===== config.mk =====
export PLATFORM = sky130hd
export DESIGN_NAME = scgc_clock_ctrl
export DESIGN_NICKNAME = d
export VERILOG_FILES = /design/src/scgc_clock_ctrl.v
export VERILOG_INCLUDE_DIRS = /design/src /design/src/src
export SDC_FILE = /design/constraint.sdc
export NUM_CORES = 1
export LEC_CHECK = 0
export ABC_CLOCK_PERIOD_IN_PS = 1700
export BUFFER_PORTS_ARGS = -buffer_cell sky130_fd_sc_hd__buf_4
export CORE_MARGIN = 10
export CORE_UTILIZATION = 55
export DETAILED_ROUTE_END_ITERATION = 6
export GPL_ROUTABILITY_DRIVEN = 0
export PLACE_DENSITY = 0.79
export SYNTH_ARGS = -nofsm -noshare
export SYNTH_HDL_FRONTEND = slang
export SYNTH_SLANG_ARGS = --single-unit

===== constraint.sdc =====
create_clock -name core_clk -period 1.7 [get_ports core_clk]
set_input_delay 0.255 -clock core_clk [delete_from_list [all_inputs] [get_ports core_clk]]
set_output_delay 0.255 -clock core_clk [all_outputs]
set_load 0.05 [all_outputs]

===== src/scgc_defs.vh =====
`ifndef SCGC_DEFS_VH
`define SCGC_DEFS_VH
// register indices on the plain port (4-bit address)
`define SCGC_ADDR_PROTECT   4'h0
`define SCGC_ADDR_CTRL0     4'h1
`define SCGC_ADDR_CTRL1     4'h2
`define SCGC_ADDR_OSD       4'h3
`define SCGC_ADDR_FAST      4'h4
`define SCGC_ADDR_STATUS    4'h5
// protect register field
`define SCGC_PROT_UNLOCK    0
// control 0 fields
`define SCGC_C0_MSTOP       5
`define SCGC_C0_DIV8        6
// control 1 fields
`define SCGC_C1_STOPREQ     0
`define SCGC_C1_DRIVE       3
`define SCGC_C1_PINSEL      4
`define SCGC_C1_SLOWOFF     5
`define SCGC_C1_DIVLO       6
`define SCGC_C1_DIVHI       7
// stop-detect control fields
`define SCGC_OSD_EN_LO      0
`define SCGC_OSD_EN_HI      1
`define SCGC_OSD_SYSSEL     2
`define SCGC_OSD_STOPPED    3
// fast oscillator control fields
`define SCGC_FA_ON          0
`define SCGC_FA_SRC         1
// reset values
`define SCGC_RST_CTRL0      8'h60
`define SCGC_RST_CTRL1      8'h08
`define SCGC_RST_OSD        8'h04
`define SCGC_RST_FAST       8'h00
// detect-enable encodings
`define SCGC_OSD_ON         2'h3
`define SCGC_OSD_OFF        2'h0
// missing-edge timeout for stop detection, in ns, and cycles at 25 MHz
`define SCGC_CLK_NS         40
`define SCGC_STOP_NS        2000
`define SCGC_STOP_CYC       (`SCGC_STOP_NS / `SCGC_CLK_NS)
`endif


===== src/scgc_clock_ctrl.v =====
`timescale 1ns/10ps
`include "scgc_defs.vh"
module scgc_clock_ctrl (
    // clock, reset, enable
    input  wire       core_clk,
    input  wire       rst_n,
    input  wire       clkEn,
    // register port
    input  wire [3:0] regAddr,
    input  wire [7:0] regWrData,
    input  wire       regWr,
    input  wire       regRd,
    output reg  [7:0] regRdData,
    // device context
    input  wire       wdtProtectMode,
    input  wire       oscInPin,
    // oscillator and pin controls
    output reg        mainOscEn,
    output reg        fastOscEn,
    output reg        slowOscEn,
    output reg        feedbackEn,
    output reg        highDrive,
    output reg        portPinsFree,
    output reg        oscOutPinOut,
    output reg        oscOutPinOe,
    // clock selection
    output reg        sysClkMain,
    output reg        onchipFast,
    output reg  [4:0] cpuDivRatio
);
    // control state
    reg       unlock_r;
    reg       mainStop_r;
    reg       div8_r;
    reg       stopReq_r;
    reg       drive_r;
    reg       pinSel_r;
    reg       slowOff_r;
    reg [1:0] divFld_r;
    reg [1:0] osdEn_r;
    reg       sysSel_r;
    reg       stopped_r;
    reg       fastOn_r;
    reg       srcSel_r;
    // pin synchroniser and the level it last settled on
    reg       sync1_r;
    reg       sync2_r;
    reg       sync3_r;
    reg       pinLevel_r;
    // missing-edge counter
    reg [7:0] lossCnt_r;
    // combinational decode and next values
    reg       wrC0;
    reg       wrC1;
    reg       wrOsd;
    reg       wrFast;
    reg       stopped_nxt;

    // reset images; each field is picked out of them bit by bit
    localparam [7:0]  RST_C0   = `SCGC_RST_CTRL0;
    localparam [7:0]  RST_C1   = `SCGC_RST_CTRL1;
    localparam [7:0]  RST_OSD  = `SCGC_RST_OSD;
    localparam [7:0]  RST_FAST = `SCGC_RST_FAST;
    // loss limit, cut to the counter width on purpose
    localparam [31:0] STOP_CYC = `SCGC_STOP_CYC;
    localparam [7:0]  STOP_LIM = STOP_CYC[7:0];

    // divider code to ratio
    // divider encoding
    function [4:0] scgc_ratio;
        input       div8;
        input [1:0] fld;
        begin
            if (div8)
                scgc_ratio = 5'h08;
            else if (fld == 2'h0)
                scgc_ratio = 5'h01;
            else if (fld == 2'h1)
                scgc_ratio = 5'h02;
            else if (fld == 2'h2)
                scgc_ratio = 5'h04;
            else
                scgc_ratio = 5'h10;
        end
    endfunction

    wire wrOk   = regWr & unlock_r;
    wire detOn  = (osdEn_r == `SCGC_OSD_ON);
    // a write that turns detection on keeps the flag from clearing in the same cycle
    wire detArm = wrOsd & ({regWrData[`SCGC_OSD_EN_HI], regWrData[`SCGC_OSD_EN_LO]}
                           == `SCGC_OSD_ON);
    wire mainRunning = ~mainStop_r & pinSel_r;
    // the pin counts as moved once stages two and three agree on a new level,
    // so a metastable first stage never makes a false edge
    wire pinSettled = (sync2_r == sync3_r);
    wire pinEdge = pinSettled & (sync3_r != pinLevel_r);
    wire lossNow = detOn & mainRunning & (lossCnt_r == STOP_LIM);
    // the output pin is high only while driven; low when released keeps
    // its idle value equal to its reset value
    wire pinDrive = pinSel_r & (stopReq_r | mainStop_r);
    // stop entry counts as from main mode only when main clock selected
    wire stopEntry = wrC1 & ~wdtProtectMode & regWrData[`SCGC_C1_STOPREQ]
                     & ~stopReq_r & ~sysSel_r;

    // write decode; a locked port decodes to nothing
    always @* begin
        wrC0   = 1'b0;
        wrC1   = 1'b0;
        wrOsd  = 1'b0;
        wrFast = 1'b0;
        if (wrOk && regAddr == `SCGC_ADDR_CTRL0)
            wrC0 = 1'b1;
        else if (wrOk && regAddr == `SCGC_ADDR_CTRL1)
            wrC1 = 1'b1;
        else if (wrOk && regAddr == `SCGC_ADDR_OSD)
            wrOsd = 1'b1;
        else if (wrOk && regAddr == `SCGC_ADDR_FAST)
            wrFast = 1'b1;
    end

    // stopped flag next value; a loss beats a returning edge in one cycle
    // flag only when enabled
    always @* begin
        stopped_nxt = stopped_r;
        if (!detOn && !detArm)
            stopped_nxt = 1'b0;
        else if (lossNow)
            stopped_nxt = 1'b1;
        else if (pinEdge)
            stopped_nxt = 1'b0;
    end

    // oscillator input synchroniser and missing-edge counter
    always @(posedge core_clk or negedge rst_n) begin
        if (!rst_n) begin
            sync1_r   <= 1'b0;
            sync2_r   <= 1'b0;
            sync3_r   <= 1'b0;
            pinLevel_r <= 1'b0;
            lossCnt_r <= 8'h00;
        end else if (clkEn) begin
            sync1_r <= oscInPin;
            sync2_r <= sync1_r;
            sync3_r <= sync2_r;
            // settled level follows only when the late stages agree
            if (pinSettled)
                pinLevel_r <= sync3_r;
            // counter parks at the limit so the flag stays until edges return
            if (pinEdge || !mainRunning || !detOn)
                lossCnt_r <= 8'h00;
            else if (lossCnt_r != STOP_LIM)
                lossCnt_r <= lossCnt_r + 8'h01;
        end
    end

    // register writes and hardware side effects
    always @(posedge core_clk or negedge rst_n) begin
        if (!rst_n) begin
            unlock_r   <= 1'b0;
            mainStop_r <= RST_C0[`SCGC_C0_MSTOP];
            div8_r     <= RST_C0[`SCGC_C0_DIV8];
            stopReq_r  <= RST_C1[`SCGC_C1_STOPREQ];
            drive_r    <= RST_C1[`SCGC_C1_DRIVE];
            pinSel_r   <= RST_C1[`SCGC_C1_PINSEL];
            slowOff_r  <= RST_C1[`SCGC_C1_SLOWOFF];
            divFld_r   <= {RST_C1[`SCGC_C1_DIVHI], RST_C1[`SCGC_C1_DIVLO]};
            osdEn_r    <= {RST_OSD[`SCGC_OSD_EN_HI], RST_OSD[`SCGC_OSD_EN_LO]};
            sysSel_r   <= RST_OSD[`SCGC_OSD_SYSSEL];
            stopped_r  <= RST_OSD[`SCGC_OSD_STOPPED];
            fastOn_r   <= RST_FAST[`SCGC_FA_ON];
            srcSel_r   <= RST_FAST[`SCGC_FA_SRC];
        end else if (clkEn) begin
            if (regWr && regAddr == `SCGC_ADDR_PROTECT)
                unlock_r <= regWrData[`SCGC_PROT_UNLOCK];
            if (wrC0) begin
                mainStop_r <= regWrData[`SCGC_C0_MSTOP];
                div8_r     <= regWrData[`SCGC_C0_DIV8];
            end
            if (wrC1) begin
                drive_r  <= regWrData[`SCGC_C1_DRIVE];
                pinSel_r <= regWrData[`SCGC_C1_PINSEL];
                divFld_r <= {regWrData[`SCGC_C1_DIVHI], regWrData[`SCGC_C1_DIVLO]};
                if (!wdtProtectMode) begin
                    stopReq_r <= regWrData[`SCGC_C1_STOPREQ];
                    if (!sysSel_r || !regWrData[`SCGC_C1_SLOWOFF])
                        slowOff_r <= regWrData[`SCGC_C1_SLOWOFF];
                end
            end
            if (stopEntry) begin
                div8_r  <= 1'b1;
                drive_r <= 1'b1;
            end
            if (wrOsd) begin
                osdEn_r <= {regWrData[`SCGC_OSD_EN_HI], regWrData[`SCGC_OSD_EN_LO]};
                if (!(stopped_r && !regWrData[`SCGC_OSD_SYSSEL])) begin
                    sysSel_r <= regWrData[`SCGC_OSD_SYSSEL];
                    slowOff_r <= ~regWrData[`SCGC_OSD_SYSSEL];
                end
            end
            if (lossNow) begin
                sysSel_r  <= 1'b1;
                slowOff_r <= 1'b0;
            end
            // flag takes the value prepared by its decode
            stopped_r <= stopped_nxt;
            if (wrFast) begin
                fastOn_r <= regWrData[`SCGC_FA_ON];
                srcSel_r <= regWrData[`SCGC_FA_SRC];
            end
        end
    end

    // derived outputs, all registered
    always @(posedge core_clk or negedge rst_n) begin
        if (!rst_n) begin
            mainOscEn    <= 1'b0;
            fastOscEn    <= 1'b0;
            slowOscEn    <= 1'b1;
            feedbackEn   <= 1'b1;
            highDrive    <= 1'b1;
            portPinsFree <= 1'b1;
            oscOutPinOut <= 1'b0;
            oscOutPinOe  <= 1'b0;
            sysClkMain   <= 1'b0;
            onchipFast   <= 1'b0;
            cpuDivRatio  <= 5'h08;
        end else if (clkEn) begin
            mainOscEn   <= mainRunning & ~stopReq_r;
            fastOscEn   <= fastOn_r & ~stopReq_r;
            slowOscEn   <= ~slowOff_r & ~stopReq_r;
            feedbackEn  <= ~stopReq_r;
            highDrive   <= drive_r;
            portPinsFree <= mainStop_r;
            oscOutPinOut <= pinDrive;
            oscOutPinOe  <= pinDrive;
            sysClkMain  <= ~sysSel_r;
            onchipFast  <= fastOn_r & srcSel_r;
            cpuDivRatio <= scgc_ratio(div8_r, divFld_r);
        end
    end

    // read port, data one cycle after strobe
    always @(posedge core_clk or negedge rst_n) begin
        if (!rst_n)
            regRdData <= 8'h00;
        else if (clkEn) begin
            if (!regRd)
                regRdData <= 8'h00;
            else if (regAddr == `SCGC_ADDR_PROTECT)
                regRdData <= {7'h00, unlock_r};
            else if (regAddr == `SCGC_ADDR_CTRL0)
                regRdData <= {1'b0, div8_r, mainStop_r, 5'h00};
            else if (regAddr == `SCGC_ADDR_CTRL1)
                regRdData <= {divFld_r, slowOff_r, pinSel_r, drive_r, 2'h0, stopReq_r};
            else if (regAddr == `SCGC_ADDR_OSD)
                regRdData <= {4'h0, stopped_r, sysSel_r, osdEn_r};
            else if (regAddr == `SCGC_ADDR_FAST)
                regRdData <= {6'h00, srcSel_r, fastOn_r};
            else if (regAddr == `SCGC_ADDR_STATUS)
                regRdData <= {5'h00, mainOscEn, slowOscEn, fastOscEn};
            else
                regRdData <= 8'h00;
        end
    end
endmodule


=== Word-level counts from Yosys, hierarchy flattened ===
Cells that the tools add are included.

* Logic and storage cells: 140
* Input port bits: 19
* Bits in registers: 49

* Add/subtract/negate cells: 1
* Multiplexer cells: 39
* Bitwise gates (word level): 22
* Eq/ne operators: 14
* Reduce and logical (&&, ||, !) cells: 35

{| class="wikitable"
|+ Operators by type and width
! kind !! number
|-
| 8-bit two-way mux || 6
|-
| 1-bit two-way mux || 26
|-
| 5-bit two-way mux || 4
|-
| 2-bit AND reduction || 10
|-
| 1-bit AND || 15
|-
| 8-bit by 1-bit adder with 8-bit output, second input constant || 1
|-
| 4-bit by 2-bit equality test with 1-bit output, second input constant || 2
|-
| 4-bit by 3-bit equality test with 1-bit output, second input constant || 2
|-
| 8-bit by 6-bit equality test with 1-bit output, second input constant || 1
|-
| 8-bit by 6-bit != test with 1-bit output, second input constant || 1
|-
| 2-bit nonzero test || 4
|-
| 1-bit logical AND || 7
|-
| 2-bit equality test, second input constant || 3
|-
| 1-bit zero test || 6
|-
| 3-bit two-way mux || 2
|-
| 1-bit inverter || 6
|-
| 3-bit AND reduction || 2
|-
| 4-bit by 1-bit equality test with 1-bit output, second input constant || 1
|-
| 4-bit zero test || 1
|-
| 4-bit two-way mux || 1
|-
| 1-bit logical OR || 3
|-
| 3-bit nonzero test || 1
|-
| 2-bit by 1-bit equality test with 1-bit output, second input constant || 1
|-
| 2-bit zero test || 1
|-
| 4 further kinds || 4
|}

=== Depth between registers and ports, before layout ===
* Word-level depth: 10
* Depth in mapped cells: 6
* Mapped depth without buffers: 6

=== Least setup slack after synthesis ===
OpenSTA, ideal clock, no wires.

* Path kind: input to register
* Start point: input port regAddr[3]
* End point: register divFld_r[0]
* Stages: 4
* Buffers on the path: 1
* Path slack: 0.059 ns
* Arrival time: 1.516 ns
* Path through: buf_6 -> or4b_4 -> nor3_4 -> mux2_2

* Cells in the longest elaborated chain, start to end: 5

{| class="wikitable"
|+ Ends and longest elaborated chain
! element !! RTL line !! RTL
|-
| from (decl) || scgc_clock_ctrl.v:9 || <nowiki>input wire [3:0] regAddr,</nowiki>
|-
| 4-bit by 2-bit equality test with 1-bit output (no line) || - ||
|-
| 1-bit logical AND (no line) || - ||
|-
| 1-bit two-way mux || scgc_clock_ctrl.v:113 || <nowiki>else if (wrOk && regAddr == `SCGC_ADDR_CTRL1)</nowiki>
|-
| 1-bit two-way mux * || scgc_clock_ctrl.v:111 || <nowiki>if (wrOk && regAddr == `SCGC_ADDR_CTRL0)</nowiki>
|-
| 2-bit AND reduction (no line) * || - ||
|-
| to (signal assigned) || scgc_clock_ctrl.v:166 || <nowiki>divFld_r <= {RST_C1[`SCGC_C1_DIVHI], RST_C1[`SCGC_C1_DIVLO]};</nowiki>
|-
| to (signal assigned) || scgc_clock_ctrl.v:182 || <nowiki>divFld_r <= {regWrData[`SCGC_C1_DIVHI], regWrData[`SCGC_C1_DIVLO]};</nowiki>
|-
| to (decl) || scgc_clock_ctrl.v:39 || <nowiki>reg [1:0] divFld_r;</nowiki>
|}

Mark *: on every way between the ends. The rest lies on a longest branch, timed or not.
A chain may end at the register's enable or synchronous reset.

=== Final worst setup path ===
* Start point: register unlock_r
* End point: register osdEn_r[1]

* Cells in the longest elaborated chain, start to end: 6

{| class="wikitable"
|+ Ends and longest elaborated chain
! element !! RTL line !! RTL
|-
| from (decl) || scgc_clock_ctrl.v:32 || <nowiki>reg unlock_r;</nowiki>
|-
| from (signal assigned) || scgc_clock_ctrl.v:174 || <nowiki>unlock_r <= regWrData[`SCGC_PROT_UNLOCK];</nowiki>
|-
| 1-bit AND * || scgc_clock_ctrl.v:87 || <nowiki>wire wrOk = regWr & unlock_r;</nowiki>
|-
| 1-bit logical AND (no line) || - ||
|-
| 1-bit two-way mux || scgc_clock_ctrl.v:115 || <nowiki>else if (wrOk && regAddr == `SCGC_ADDR_OSD)</nowiki>
|-
| 1-bit two-way mux || scgc_clock_ctrl.v:113 ||
|-
| 1-bit two-way mux * || scgc_clock_ctrl.v:111 ||
|-
| 2-bit AND reduction (no line) * || - ||
|-
| to (signal assigned) || scgc_clock_ctrl.v:167 || <nowiki>osdEn_r <= {RST_OSD[`SCGC_OSD_EN_HI], RST_OSD[`SCGC_OSD_EN_LO]};</nowiki>
|-
| to (signal assigned) || scgc_clock_ctrl.v:194 || <nowiki>osdEn_r <= {regWrData[`SCGC_OSD_EN_HI], regWrData[`SCGC_OSD_EN_LO]};</nowiki>
|-
| to (decl) || scgc_clock_ctrl.v:40 || <nowiki>reg [1:0] osdEn_r;</nowiki>
|}

Marked as above.

==> flow_metrics.tcl <==
set metrics [dict create \
    status "finished clean" \
    p_int_uw 1920 \
    hold_path.class "input port to flop" \
    synthSimpleGateAreaFrac_pct 17.7 \
    cp.required_ps 1890 \
    die_area_mm2 0.00739 \
    ys_ff_latch 49 \
    cts_tree "built" \
    core_mm2 0.00412 \
    synth_edf_count 0 \
    final-hold-violation-count 0 \
    dp_hpwl_um 4170 \
    wl_um 5570 \
    io_buffers 41 \
    syn_to_final_growth_pct 21.5 \
    htree_num_levels 2 \
    n_antenna_cell 0 \
    antenna_found_initial 0 \
    comb_power_share_pct 17.2 \
    reg2reg_slack_ps 180 \
    fin_cells 316 \
    power_frac_clock_pct 32.2 \
    cts.sinks 49 \
    crit_start "unlock_r" \
    seq_area_frac_synth_pct 51.7 \
    ys_warn_count 0 \
    drcViolationCount 0 \
    drt.antenna.violating_nets 0 \
    placed_cells 307 \
    boundaryPins 42 \
    track_usage_pct 15.7 \
    holdBufCountCts 1 \
    drtIter0Drc 177 \
    fin_nets 286 \
    initial_core_util_pct 58.2 \
    crit_path_max_fanout 6 \
    muxShareOfSynthArea_pct 10.2 \
    die_w_um 86.0 \
    ctsResizeCount 0 \
    wl_per_cell_um 17.6 \
    r2r-start "unlock_r" \
    grt-ovfl-total 0 \
    p_seq_share_pct 50.6 \
    yosys.cell_count.top_type "dfrtp_1" \
    start_kind "flop" \
    drv_cap 0 \
    layout_min_cycle_time_ps 1520 \
    cts_buffer_depth 2 \
    hold_ws_ps 181 \
    syn_area_mm2 0.00239 \
    rows 23 \
    dr.pass1.iters 4 \
    synth_top_cell_area_share_pct 41.8 \
    p_leak_uw 0.00132 \
    synth_area_leader_cell "dfrtp_1" \
    worstMarginPinSlew_ps 594 \
    fp.dieH_um 86.0 \
    critPathCapture "osdEn_r[1]" \
    syn-num-nets 239 \
    end_kind "flop" \
    synth_cell_type_count 47 \
    dpl_cell_area_mm2 0.00278 \
    grt_pass1_wl_um 9580 \
    fin_area_mm2 0.00291 \
    root_buffer "clkbuf_8" \
    grt_max_degree 50 \
    via_per_inst 5.84 \
    peakVddDrop_mv 0.517 \
    period_share_pct 89.5 \
    post_cts.repair.setup_buffers 0 \
    maxSlewHeadroom_pct 60.4 \
    drv_slew 0 \
    p_switching_uw 734 \
    cts-buffers-inserted 5 \
    insertion_delay_ps 300 \
    critPathKind "flop to flop" \
    reg2reg_to "osdEn_r[1]" \
    cts.clk_slew.worst_paths_ps 90 \
    crit_arrival_ps 1710 \
    fmax_mhz 657 \
    grt_pass1_vias 1970 \
    synth_xor_area_share_pct 1.83 \
    synth_area_per_cell_um2 11.0 \
    switching_share_pct 27.6 \
    reg2reg_depth 3 \
    powerDensity_mw_per_mm2 914 \
    netlist_instances 218 \
    vias 1846 \
    drive_above_1_share_pct 33.5 \
    synthAdderAreaFrac_pct 1.05 \
    synth_compound_area_share_pct 13.4 \
    setup_violations 0 \
    synth_top_family_by_area "simple AND/OR/NAND/NOR gates" \
    finClkSkew_ps 7.63 \
    async_flop_share_pct 100 \
    synth_common_cells "dfrtp_1 (40), nand2_1 (20), mux2_2 (16), o2bb2ai_1 (12), nor2_1 (11)" \
    ys_top_cells_by_area "dfrtp_1 (42%), dfstp_2 (9.9%), mux2_2 (7.5%)" \
    tns_ps 0 \
    ys.flop_type "dfrtp_1" \
    rsz0062_at_grt "no" \
    final_core_util_pct 70.7 \
]
==> placed cells by master (no fill, tap or decap), drive strengths merged, types with 2 or more instances in the layout <==
master,Yosys,routed
nand3,5,5
a31oi,2,2
o2bb2ai,12,12
nand4b,2,2
nand4,5,5
mux2i,5,5
nor3b,2,2
mux2,17,17
nor3,5,5
and3,3,3
nor2b,2,2
xnor2,2,2
nor4b,3,3
a22oi,3,3
and4b,2,2
or4,2,2
a21oi,9,9
buf,4,51
clkbuf,8,6
nand2b,3,3
o22ai,2,2
nand2,21,21
inv,10,10
dfstp,9,9
xor2,3,3
nor2,11,11
dfrtp,40,40
o21ai,9,9
o32ai,4,4
ha,2,2
==> through the flow <==
stage / setup slack [ps] / power, uW
6_report: 178 / 2660
5_1_grt: 48.4 / 2760
3_5_place_dp: -16.6 / 1820
2_1_floorplan: 59.1 / 1640
4_1_cts: 190 / 2680
3_3_place_gp: 6.58 / 1810
==> power groups by stage <==
stage	logic (uW)	registers, uW	clock network [uW]
finish	457	1340	855
detailed placement	458	1370	0
floorplan	190	1450	0
CTS	463	1340	876
global placement	448	1360	0
global route	499	1360	909
==> final cells by class <==
cell class / instances / area (um^2)
sequential: 49 / 1240
fill: 302 / 1210
multi-input combinational: 147 / 1060
timing repair buffer: 52 / 393
clock buffer: 6 / 82.6
tap: 50 / 62.6
clock inverter: 2 / 37.5
inverter: 10 / 37.5
==> kinds of logic after synthesis <==
group	count (synthesis)
xor gates and xnor gates	5
DFF	49
buffers and inverters	22
muxes	22
and+or+nand+nor	72
adders and majority gates	2
AOI/OAI and AO/OA	46
==> per-layer routing <==
| layer | GRT usage, % | part of all wire (%) | up-vias |
|---|---|---|---|
| li1 | - | - | 888 |
| met1 | 19.3 | 45 | 907 |
| met2 | 26.4 | 48 | 45 |
| met3 | 4.07 | 5.5 | 6 |
| met4 | 4.49 | 1.2 | 0 |
| met5 | 0 | 0 | - |
==> critical path: stages, from the launching register on <==
cell and delay [ps]:
dfrtp_1 450, nand4_1 170, or4_1 490, mux2_2 310
==> how the worst min path moves through the flow <==
stage                      start        endpoint  slack (ps)  cells after the start
global placement           rst_n    regRdData[1]         310                      1
finish                     clkEn    lossCnt_r[3]         180                      2
global route        regWrData[3]         drive_r         180                      3
CTS                 regWrData[3]         drive_r         170                      3
floorplan                  rst_n  cpuDivRatio[0]         -40                      0
detailed placement         rst_n    regRdData[2]         300                      1
==> sequential cells by signal (all words and copies together), names as in the netlist, 2 cells and up <==
signal / flops
cpuDivRatio: 5
divFld_r: 2
lossCnt_r: 8
osdEn_r: 2
regRdData: 8
Power figures use the tool's default switching activity.
